## config.mk

```make
export PLATFORM = sky130hd
export DESIGN_NAME = wcs_top
export DESIGN_NICKNAME = d
export VERILOG_FILES = /design/src/wcs_pkg.sv /design/src/wcs_evt_if.sv /design/src/wcs_divider.sv /design/src/wcs_counter.sv /design/src/wcs_top.sv
export SDC_FILE = /design/constraint.sdc
export NUM_CORES = 1
export LEC_CHECK = 0
export BUFFER_PORTS_ARGS = -buffer_cell sky130_fd_sc_hd__buf_4
export CAP_MARGIN = 5
export CORE_MARGIN = 2
export CORE_UTILIZATION = 52
export CTS_CLUSTER_DIAMETER = 30
export DETAILED_ROUTE_END_ITERATION = 7
export PLACE_DENSITY = 0.8
export SLEW_MARGIN = 30
export SYNTH_ARGS = -nofsm -noshare
export SYNTH_HDL_FRONTEND = slang
export SYNTH_HIERARCHICAL = 1
export SYNTH_SLANG_ARGS = --single-unit
```

## constraint.sdc

```tcl
create_clock -name clk_sys -period 2.7 [get_ports clk_sys]
set_input_delay 0.135 -clock clk_sys [delete_from_list [all_inputs] [get_ports clk_sys]]
set_output_delay 0.135 -clock clk_sys [all_outputs]
set_load 0.01 [all_outputs]
```

## src/wcs_pkg.sv

```systemverilog
// Summary of operation
// - Overflow with action bit set requests reset
// - Reset request resets chip, then warm-up
// - Clear code zeroes counter, counting continues
// - Disable code stops watchdog only when disabled
// - Clear beats coincident overflow, no event
// - Counter monitor reads count without disturbing
// - Active flag shows running state
// - Overflow interrupt sets overflow cause flag
// - Out-of-window clear sets window cause flag
// - Status read clears the cause flags it reports
// - Set wins over coincident status read
// - Action bit clear gives NMI, keeps counting
// - Out-of-window clear: interrupt, no clear
// - Run enable starts; disabling zeroes counter
// - Window select 00 accepts clear anytime
package wcs_pkg;
  localparam logic [11:0] WCS_CTRL_OFS = 12'h000;
  localparam logic [11:0] WCS_CODE_OFS = 12'h004;
  localparam logic [11:0] WCS_CNT_OFS = 12'h008;
  localparam logic [11:0] WCS_STAT_OFS = 12'h00C;
  localparam logic [7:0] WCS_CLEAR_CODE = 8'h4E;
  localparam logic [7:0] WCS_DISABLE_CODE = 8'hB1;
  // Control field positions
  localparam int WCS_CTRL_EN_BIT = 7;
  localparam int WCS_CTRL_WIN_LO = 5;
  localparam int WCS_CTRL_TT_LO = 2;
  localparam int WCS_CTRL_OUT_BIT = 0;
  localparam logic [7:0] WCS_CTRL_RST = 8'h80;
  localparam logic [4:0] WCS_STAT_HI_RST = 5'h0B;
  localparam logic [1:0] WCS_WIN_ANY = 2'h0;
  localparam int WCS_DIV_DEFAULT = 64;
  localparam int WCS_WARM_DEFAULT = 16;
endpackage

```

## src/wcs_evt_if.sv

```systemverilog
`timescale 1ns/10ps
`default_nettype none
interface wcs_evt_if;
  logic clr_wr;
  logic dis_wr;
  logic tick;
  logic run;
  logic [1:0] win_sel;
  logic [7:0] count;
  logic ovf_evt;
  logic win_evt;
  modport ctr (input clr_wr, input dis_wr, input tick, input run, input win_sel,
    output count, output ovf_evt, output win_evt);
  modport ctl (output clr_wr, output dis_wr, output tick, output run, output win_sel,
    input count, input ovf_evt, input win_evt);
endinterface
`default_nettype wire

```

## src/wcs_divider.sv

```systemverilog
`timescale 1ns/10ps
`default_nettype none
module wcs_divider
  import wcs_pkg::*;
#(
  parameter int DIV = WCS_DIV_DEFAULT
) (
  input wire logic clk_sys,
  input wire logic rst_n,
  input wire logic [1:0] rate_sel,
  output logic tick
);
  typedef struct packed {
    logic [15:0] cnt;
    logic tick;
  } wcs_div_s;
  wcs_div_s st_r;
  wcs_div_s st_nxt;
  logic [15:0] limit;
  // Refuse a divide ratio the 16-bit limit cannot hold
  if (DIV < 1 || DIV > 8191) begin : g_div_chk
    $error("DIV out of range");
  end
  // Limit scales by 1,2,4,8 with rate select
  always_comb begin
    limit = 16'(DIV) << rate_sel;
    st_nxt = st_r;
    st_nxt.tick = 1'b0;
    if (st_r.cnt >= limit - 16'h0001) begin
      st_nxt.cnt = 16'h0000;
      st_nxt.tick = 1'b1;
    end else begin
      st_nxt.cnt = st_r.cnt + 16'h0001;
    end
  end
  always_ff @(posedge clk_sys or negedge rst_n) begin
    if (!rst_n) begin
      st_r <= '0;
    end else begin
      st_r <= st_nxt;
    end
  end
  assign tick = st_r.tick;
endmodule
`default_nettype wire

```

## src/wcs_counter.sv

```systemverilog
`timescale 1ns/10ps
`default_nettype none
module wcs_counter
  import wcs_pkg::*;
(
  input wire logic clk_sys,
  input wire logic rst_n,
  wcs_evt_if.ctr evt
);
  typedef struct packed {
    logic [7:0] count;
    logic ovf;
    logic win;
  } wcs_cnt_s;
  wcs_cnt_s st_r;
  wcs_cnt_s st_nxt;
  logic in_win;
  // Window opens in the upper half, quarter or eighth of the period; select 00 keeps it open
  always_comb begin
    unique case (evt.win_sel)
      2'h0: in_win = 1'b1;
      2'h1: in_win = st_r.count[7];
      2'h2: in_win = st_r.count[7] & st_r.count[6];
      2'h3: in_win = &st_r.count[7:5];
    endcase
  end
  // Counter update with clear priority
  always_comb begin
    st_nxt = st_r;
    st_nxt.ovf = 1'b0;
    st_nxt.win = 1'b0;
    if (!evt.run || evt.dis_wr) begin
      st_nxt.count = 8'h00;
    end else if (evt.clr_wr && in_win) begin
      st_nxt.count = 8'h00;
    end else begin
      if (evt.clr_wr) begin
        st_nxt.win = 1'b1;
      end
      if (evt.tick) begin
        st_nxt.count = st_r.count + 8'h01;
        st_nxt.ovf = (st_r.count == 8'hFF);
      end
    end
  end
  always_ff @(posedge clk_sys or negedge rst_n) begin
    if (!rst_n) begin
      st_r <= '0;
    end else begin
      st_r <= st_nxt;
    end
  end
  assign evt.count = st_r.count;
  assign evt.ovf_evt = st_r.ovf;
  assign evt.win_evt = st_r.win;
endmodule
`default_nettype wire

```

## src/wcs_top.sv

```systemverilog
`timescale 1ns/10ps
`default_nettype none
module wcs_top
  import wcs_pkg::*;
#(
  parameter int DIV = WCS_DIV_DEFAULT,
  parameter int WARM = WCS_WARM_DEFAULT
) (
  input wire logic clk_sys,
  input wire logic rst_n,
  input wire logic psel,
  input wire logic penable,
  input wire logic pwrite,
  input wire logic [11:0] paddr,
  input wire logic [31:0] pwdata,
  input wire logic [3:0] pstrb,
  output logic [31:0] prdata,
  output logic pready,
  output logic pslverr,
  output logic wdt_nmi_req,
  output logic wdt_reset_req
);
  typedef struct packed {
    logic [7:0] ctrl;
    logic running;
    logic ovf_cause;
    logic win_cause;
    logic [31:0] rdata;
    logic err;
    logic nmi;
    logic rst_req;
    logic [7:0] warm;
    logic clr_wr;
    logic dis_wr;
  } wcs_top_s;
  wcs_top_s st_r;
  wcs_top_s st_nxt;
  wcs_evt_if evt();
  logic tick;
  logic acc;
  logic wr;
  logic rd;
  logic mapped;
  logic [7:0] stat;
  // Status bit positions of the two cause flags
  localparam int STAT_OVF_BIT = 2;
  localparam int STAT_WIN_BIT = 1;
  // Refuse a warm-up length the 8-bit counter cannot hold
  if (WARM < 1 || WARM > 255) begin : g_warm_chk
    $error("WARM out of range");
  end
  wcs_divider #(.DIV(DIV)) u_div (
    .clk_sys(clk_sys),
    .rst_n(rst_n),
    .rate_sel(st_r.ctrl[WCS_CTRL_TT_LO +: 2]),
    .tick(tick)
  );
  wcs_counter u_cnt (
    .clk_sys(clk_sys),
    .rst_n(rst_n),
    .evt(evt.ctr)
  );
  // Signals toward the counter
  assign evt.clr_wr = st_r.clr_wr;
  assign evt.dis_wr = st_r.dis_wr;
  assign evt.tick = tick & st_r.running & (st_r.warm == 8'h00);
  assign evt.run = st_r.running;
  assign evt.win_sel = st_r.ctrl[WCS_CTRL_WIN_LO +: 2];
  // APB decode, zero wait states
  assign acc = psel & penable;
  assign wr = acc & pwrite & pstrb[0];
  assign rd = acc & ~pwrite;
  assign mapped = (paddr == WCS_CTRL_OFS) || (paddr == WCS_CODE_OFS) ||
    (paddr == WCS_CNT_OFS) || (paddr == WCS_STAT_OFS);
  assign stat = {WCS_STAT_HI_RST, st_r.ovf_cause, st_r.win_cause, st_r.running};
  // Register and event logic
  always_comb begin
    st_nxt = st_r;
    st_nxt.clr_wr = 1'b0;
    st_nxt.dis_wr = 1'b0;
    st_nxt.nmi = 1'b0;
    st_nxt.err = 1'b0;
    if (st_r.warm != 8'h00) begin
      st_nxt.warm = st_r.warm - 8'h01;
    end
    if (wr && paddr == WCS_CTRL_OFS) begin
      st_nxt.ctrl = pwdata[7:0];
      if (pwdata[WCS_CTRL_EN_BIT]) begin
        st_nxt.running = 1'b1;
      end
    end
    if (wr && paddr == WCS_CODE_OFS) begin
      if (pwdata[7:0] == WCS_CLEAR_CODE) begin
        st_nxt.clr_wr = 1'b1;
      end else if (pwdata[7:0] == WCS_DISABLE_CODE && !st_r.ctrl[WCS_CTRL_EN_BIT]) begin
        st_nxt.running = 1'b0;
        st_nxt.dis_wr = 1'b1;
      end
    end
    if (acc && !mapped) begin
      st_nxt.err = 1'b1;
    end
    // Read data latched in setup, so it stands at the access edge
    if (psel && !penable && !pwrite) begin
      unique case (paddr)
        WCS_CTRL_OFS: st_nxt.rdata = {24'h000000, st_r.ctrl};
        WCS_CNT_OFS: st_nxt.rdata = {24'h000000, evt.count};
        WCS_STAT_OFS: st_nxt.rdata = {24'h000000, stat};
        default: st_nxt.rdata = 32'h00000000;
      endcase
    end
    // Clear only causes this read reported, a later set is not lost
    if (rd && paddr == WCS_STAT_OFS) begin
      if (st_r.rdata[STAT_OVF_BIT]) begin
        st_nxt.ovf_cause = 1'b0;
      end
      if (st_r.rdata[STAT_WIN_BIT]) begin
        st_nxt.win_cause = 1'b0;
      end
    end
    // Events after the read so set wins
    if (evt.ovf_evt) begin
      if (st_r.ctrl[WCS_CTRL_OUT_BIT]) begin
        st_nxt.rst_req = 1'b1;
      end else begin
        st_nxt.nmi = 1'b1;
        st_nxt.ovf_cause = 1'b1;
      end
    end
    if (evt.win_evt) begin
      st_nxt.nmi = 1'b1;
      st_nxt.win_cause = 1'b1;
    end
  end
  always_ff @(posedge clk_sys or negedge rst_n) begin
    if (!rst_n) begin
      st_r <= '0;
      st_r.ctrl <= WCS_CTRL_RST;
      st_r.running <= 1'b1;
      st_r.warm <= 8'(WARM);
    end else begin
      st_r <= st_nxt;
    end
  end
  assign prdata = st_r.rdata;
  assign pready = 1'b1;
  assign pslverr = acc & ~mapped;
  assign wdt_nmi_req = st_r.nmi;
  assign wdt_reset_req = st_r.rst_req;
endmodule
`default_nettype wire

```

==> results of run 1 <==
registers in the layout (all words and copies together), names as in the netlist:
signal and flops:
st_r 16, u_div/st_r 16, prdata 8, u_cnt/evt.count 8
evt.win_sel 2, evt.clr_wr 1, evt.dis_wr 1, evt.run 1
u_cnt/evt.ovf_evt 1, u_cnt/evt.win_evt 1, u_div/tick 1, wdt_nmi_req 1
wdt_reset_req 1
synthesized netlist by cell type (2+ instances only):
master    number  share of area
mux2_2         4          0.014
dfrtp_1       55           0.44
inv_1         13          0.015
nand4_1        4         0.0079
nand3_1        6         0.0095
xnor2_1       11          0.031
a211oi_1       5          0.012
a22oi_1        3         0.0071
o31ai_1        7          0.017
a21boi_4       2          0.012
nor4_1         2         0.0040
nor4_2         2         0.0079
o21ai_0        7          0.011
conb_1         4         0.0048
a221oi_2       3          0.014
mux2_4         8          0.038
or4_1          3         0.0071
nor3_1         5         0.0079
a221oi_1       3         0.0083
nor2_1        27          0.032
nand2_1       24          0.029
xor2_1         5          0.014
a21o_1         4         0.0095
mux2i_1        4          0.013
dfstp_2        3          0.025
or4_4          3          0.011
ha_1           8          0.032
clkbuf_1       5         0.0060
or3_1          2         0.0040
a21oi_1        4         0.0064
nor4bb_1       2         0.0064
buf_4         33          0.079
worst min-delay path by stage:
stage	to	slack, ns	cells after the start
5_1_grt	st_r[49]$_DFFE_PN0P_	0.04	2
3_3_place_gp	u_div/st_r[2]$_DFF_PN0_	0.23	1
2_1_floorplan	evt.clr_wr$_DFF_PN0_	-0.16	0
6_report	evt.win_sel[1]$_DFFE_PN0P_	0.04	2
3_5_place_dp	u_div/st_r[2]$_DFF_PN0_	0.23	1
4_1_cts	evt.win_sel[1]$_DFFE_PN0P_	0.03	2
report_power, final:
part	switching [uW]	internal, uW	total [uW]	leakage, uW
logic	137	113	250	0.000801
clock network	316	406	721	0.0000965
registers	57.7	920	978	0.000772
total	511	1440	1950	0.00167
cell families (layout without fill, tap and decap cells):
kind of cell,after synthesis,count (layout),synth area share
simple gates,95,95,0.173
flops,58,58,0.462
buf+inv,52,68,0.102
compound gates,43,43,0.118
xor+xnor,16,16,0.0445
mux,16,16,0.0651
fa+ha+maj,8,8,0.0318
other cells,4,31,0.00476
layout make-up:
class,count,area (sq um)
Inverter,13,48.8
Clock inverter,2,10.0
Tap cell,75,93.8
Clock buffer,14,173
Sequential cell,58,1460
Multi-Input combinational cell,209,1480
Fill cell,484,2330
Timing Repair Buffer,39,295
metrics by stage:
step	worst slack, ns	hold slack (ns)	instances	instance area, sq um
global route	0.237	0.0404	410	3550
global placement	0.514	0.229	393	3360
finish	0.466	0.0424	410	3550
CTS	0.441	0.0306	410	3550
floorplan	0.498	-0.161	319	3250
detailed placement	0.463	0.232	393	3360
metal layers:
layer | part of all wire | track usage | wire (um)
met1 | 0.43 | 0.259 | 2540
met2 | 0.48 | 0.304 | 2810
met3 | 0.077 | 0.0363 | 452
met4 | 0.012 | 0.100 | 68
met5 | 0 | 0 | 0
what timing repair did:
action | CTS | global route
hold buffers | 1 | 0
buffers inserted | 0 | 0
endpoints found under the hold margin | 55 | 0
==> summary.txt, run 1 <==
CP startpoint -> st_r[4]$_DFFE_PN0N_
RePlAce Congestion -> 0.814
Antenna violations before repair -> 0
CTS tree -> done
Gate Count Post-Synth -> 292
Worst Path Max Fanout -> 5
Ys Warns -> 6
Num rows -> 28
Worst Path Arrival -> 2.43 ns
CP delay by family, top -> simple AND/OR/NAND/NOR gates
Starting Density -> 0.536
Setup CP Type -> reg2reg
Worst reg2reg endpoint -> u_cnt/evt.count[7]$_DFFE_PN0P_
CP Launch Type -> flip-flop
Post-layout minimum cycle time -> 2.23 ns
Antenna Violating Nets Remaining -> 0
Clk_lat worst skew -> 0.33 ns
Crit path cell chain -> nor4_1 > nand2b_1 > nor3b_2 > and3_1 > nand4_1 > nor3_1 > xnor2_1 > nor2_1
Nets -> 391
Mapped Avg Cell Area -> 10.8 sq um
Static Leakage -> 0.00167 uW
CP Data Required Time -> 2.90 ns
Worst hold path class -> in2reg
Worst Tran Pin Value -> 0.711 ns
P&R area growth vs syn -> 12.7%
Slew HR -> 0.526
Clock skew -> 0.00413 ns
Global-route wire length before repair -> 9.71 mm
Synth Flop Type -> dfrtp_1
Core Footprint -> 5890 sq um
Number of synthesized flops with an enable pin -> 0
Die H -> 81.9 um
Post-CTS sizing -> 0
Largest net degree at the start of global routing -> 59
Critical-path top delay cell -> dfrtp_1
Worst path max stage delay -> 0.42 ns
Root buffer cell -> clkbuf_8
Nature of the critical path endpoint -> flip-flop
Deepest clock path buffer count -> 2
Drt via density -> 5.28
Synthesized cell area -> 3150 sq um
Synth cell types -> 53
Util after Layout -> 0.604
I/O Pins -> 89
Total number of vias -> 2166
PortBufs -> 36
PwrDens -> 549 nW/um^2
Worst Setup EP -> u_cnt/evt.count[7]$_DFFE_PN0P_
TritonCTS Buffers -> 9
Antenna fix cells -> 0
Vias in the first global route -> 2082
Layout cells sized above 1 -> 0.257
Setup_tns -> 0 ns
GRT Total Usage -> 0.195
Fin crit share -> 0.827
Reg-to-reg startpoint -> st_r[4]$_DFFE_PN0N_
WP buf/inv -> 0
Commonest non-fill, non-tap cell in the layout -> dfrtp_1
Gr ovfl total -> 0
Max Fclk -> 448 MHz
Final setup fails -> 0
Critical path depth -> 8
Max Slew Vio Count -> 0
Max VDD drop -> 0.000290 V
Async set-or-reset flop fraction in the synthesized netlist -> 1.00
H-tree depth -> 3
WL final -> 5.87 mm
Total power -> 1950 uW
DR pass1 iterations -> 4
Sequential fraction of the synthesis area -> 0.462
Clk slew on worst S/H paths -> 0.06 ns
R2R setup slack -> 0.47 ns
Max-cap violation count -> 0
CTS Sinks -> 58
Die Span X -> 81.9 um
Residual DRC -> 0
Outcome -> finished, final reports clean
Wire per inst -> 14.3 um
RSZ-0062 raised after global routing -> no
DP Wirelength -> 4.26 mm
Die Area -> 6700 sq um
Number of DRC markers in iteration 0 -> 101
Most frequent cells in the layout -> dfrtp_1 (55), buf_4 (38), conb_1 (31), nor2_1 (27), nand2_1 (24)
R2R depth -> 8
#FFs+latches synth -> 58
Hold_sp -> pwdata[6]
Final-report hold violation count -> 0
Power figures use the tool's default switching activity.
==> run 2: changes to the inputs <==
--- a/config.mk
+++ b/config.mk
@@ -8,10 +8,10 @@
 export BUFFER_PORTS_ARGS = -buffer_cell sky130_fd_sc_hd__buf_4
 export CAP_MARGIN = 5
 export CORE_MARGIN = 2
-export CORE_UTILIZATION = 52
+export CORE_UTILIZATION = 47
 export CTS_CLUSTER_DIAMETER = 30
 export DETAILED_ROUTE_END_ITERATION = 7
-export PLACE_DENSITY = 0.8
+export PLACE_DENSITY = 0.76
 export SLEW_MARGIN = 30
 export SYNTH_ARGS = -nofsm -noshare
 export SYNTH_HDL_FRONTEND = slang
==> constraint.sdc (replaced) <==
create_clock -name clk_sys -period 2 [get_ports clk_sys]
set_input_delay 0.1 -clock clk_sys [delete_from_list [all_inputs] [get_ports clk_sys]]
set_output_delay 0.1 -clock clk_sys [all_outputs]
set_load 0.01 [all_outputs]
==> run 2 against run 1 <==
Against the previous run: the flow now finishes with violations (DRC); utilization down 2.6 points; die area grew 10%; clock power is 31% higher; global-route usage down 2.1 points; power grew 36%; register-to-register slack got worse by 0.46 ns; sequential power increased by 36%; largest cell class unchanged; highest routed layer unchanged.
==> summary.txt, run 2 (same netlist as run 1, synthesis figures left out) <==
Outcome -> complete, but fails checks
Failing checks -> DRC
Antenna fix cells -> 0 (unchanged)
Max VDD drop -> 0.000406 V (+40%)
Largest registers -> st_r x16, u_div/st_r x16
Design Area, Final -> 3710 sq um (+4.4%)
Filler cells -> 557 (+15%)
Root buffer cell -> clkbuf_8
Commonest non-fill, non-tap cell in the layout -> dfrtp_1
Number of DRC markers in iteration 0 -> 149 (+48%)
CTS Sinks -> 58 (unchanged)
Area after DPL -> 3450 sq um (+2.5%)
Largest net degree at the start of global routing -> 59 (unchanged)
Nature of the critical path endpoint -> flip-flop
CP delay by family, top -> simple AND/OR/NAND/NOR gates
CP Data Required Time -> 2.19 ns (-0.71 ns)
Max Slew Vio Count -> 0 (unchanged)
GRT Total Usage -> 0.174 (-0.0213)
Worst Path Arrival -> 2.19 ns (-0.24 ns)
Antenna Violating Nets Remaining -> 0 (unchanged)
DR pass1 iterations -> 8 (+4)
Deepest clock path buffer count -> 2 (unchanged)
I/O Pins -> 89 (unchanged)
Fin crit share -> 0.997 (+0.170)
Critical-path top delay cell -> dfrtp_1
RSZ-0062 raised after global routing -> yes
PwrDens -> 716 nW/um^2 (+30%)
Wire per inst -> 14.2 um (-0.50%)
Gr ovfl total -> 0 (unchanged)
Num rows -> 29 (+3.6%)
Clk_lat worst skew -> 0.33 ns (about the same)
Worst hold path class -> in2reg
Die H -> 85.9 um (+4.9%)
CTS tree -> done
Vias in the first global route -> 2091 (+0.43%)
Worst Path Max Fanout -> 3 (-2)
Die Span X -> 85.9 um (+4.9%)
Total power -> 2660 uW (+36%)
Setup CP Type -> reg2reg
Most frequent cells in the layout -> dfrtp_1 (55), buf_4 (48), conb_1 (31), nor2_1 (27), nand2_1 (24)
H-tree depth -> 3 (unchanged)
Starting Density -> 0.491 (-0.0448)
TritonCTS Buffers -> 9 (unchanged)
Post-layout minimum cycle time -> 1.99 ns (-0.239 ns)
Residual DRC -> 9 (+9)
Util after Layout -> 0.578 (-0.0259)
DP Wirelength -> 4.31 mm (+1.3%)
Die Area -> 7380 sq um (+10%)
Total number of vias -> 2189 (+1.1%)
Global-route wire length before repair -> 9.78 mm (+0.71%)
Antenna violations before repair -> 0 (unchanged)
P&R area growth vs syn -> 17.7%
Crit path cell chain -> nor4_4 > nand2b_1 > nor3b_4 > and3_4 > nand4_1 > nor2_1 > xnor2_1 > nor2_1
Final setup fails -> 0 (unchanged)
Worst Tran Pin Value -> 0.720 ns (+0.00887 ns)
Slew HR -> 0.520 (-0.00591)
WL final -> 6.08 mm (+3.6%)
Worst path max stage delay -> 0.40 ns (-0.02 ns)
Nets -> 406 (+3.8%)
Clk slew on worst S/H paths -> 0.06 ns (about the same)
Static Leakage -> 0.00176 uW (+5.2%)
Max Fclk -> 501 MHz (+12%)
Drt via density -> 5.13 (-3.0%)
Clock skew -> 0.00775 ns (+0.00362 ns)
CP Launch Type -> flip-flop
Layout cells sized above 1 -> 0.286 (+0.0290)
CP dominant cell by count -> nor2_1
Core Footprint -> 6420 sq um (+9.1%)
Final-report hold violation count -> 0 (unchanged)
WP buf/inv -> 0 (unchanged)
PortBufs -> 36 (unchanged)
Max-cap violation count -> 0 (unchanged)
RePlAce Congestion -> 0.834 (+2.5%)
[run 2: cell type report]
type / count / area (sq um) / share of cell area
inverter: 13 / 48.8 / 0.0131
sequential: 58 / 1460 / 0.392
clock inverter: 3 / 15.0 / 0.00405
clock buffer: 13 / 159 / 0.0428
timing repair buffer: 54 / 420 / 0.113
tap: 77 / 96.3 / 0.0260
multi-input combinational: 209 / 1520 / 0.409
[run 2: worst paths after layout]
check	slack, ns	from	cells after the start	endpoint
max	0.005	st_r[5]$_DFFE_PN0N_	8	u_cnt/evt.count[5]$_DFFE_PN0P_
min	0.02	pwdata[3]	2	st_r[51]$_DFFE_PN0P_
max reg2reg	0.005	st_r[5]$_DFFE_PN0N_	8	u_cnt/evt.count[5]$_DFFE_PN0P_
min reg2reg	0.46	u_cnt/evt.win_evt$_DFF_PN0_	1	wdt_nmi_req$_DFF_PN0_
max in group asynchronous	1.16	rst_n	2	evt.clr_wr$_DFF_PN0_
min in group asynchronous	0.36	rst_n	2	u_div/st_r[3]$_DFF_PN0_
[run 2: power by group]
| group | switching [uW] | leakage [uW] | internal [uW] |
|---|---|---|---|
| clock | 432 | 0.0000932 | 511 |
| combinational | 203 | 0.000891 | 184 |
| sequential | 83.6 | 0.000772 | 1240 |
| total | 718 | 0.00176 | 1940 |
[run 2: stage by stage]
stage                     setup WS, ns  std cells  hold WS, ns  TNS [ns]
final                          0.00529        427       0.0217         0
after global routing            -0.202        427       0.0119    -0.783
after CTS                       0.0223        426     0.000836         0
after detailed placement       -0.0450        403        0.206    -0.307
after global placement         -0.0322        403        0.200    -0.219
after floorplan                -0.0356        319       -0.196   -0.0766
[run 2: timing repair]
| action | in CTS | in global routing |
|---|---|---|
| cloned | 0 | 0 |
| buffers inserted | 1 | 1 |
| endpoints found under the hold margin | 60 | 0 |
| hold buffers | 6 | 0 |
| endpoints found under the setup margin | 2 | 6 |
| pin swaps | 0 | 1 |
| gates resized for setup | 0 | 2 |
[run 2: per-layer routing]
| metal | part of all wire | vias up | track usage |
|---|---|---|---|
| li1 | - | 1065 | - |
| met1 | 0.48 | 1047 | 0.232 |
| met2 | 0.45 | 67 | 0.268 |
| met3 | 0.051 | 10 | 0.0298 |
| met4 | 0.019 | 0 | 0.0952 |
| met5 | 0 | - | 0 |
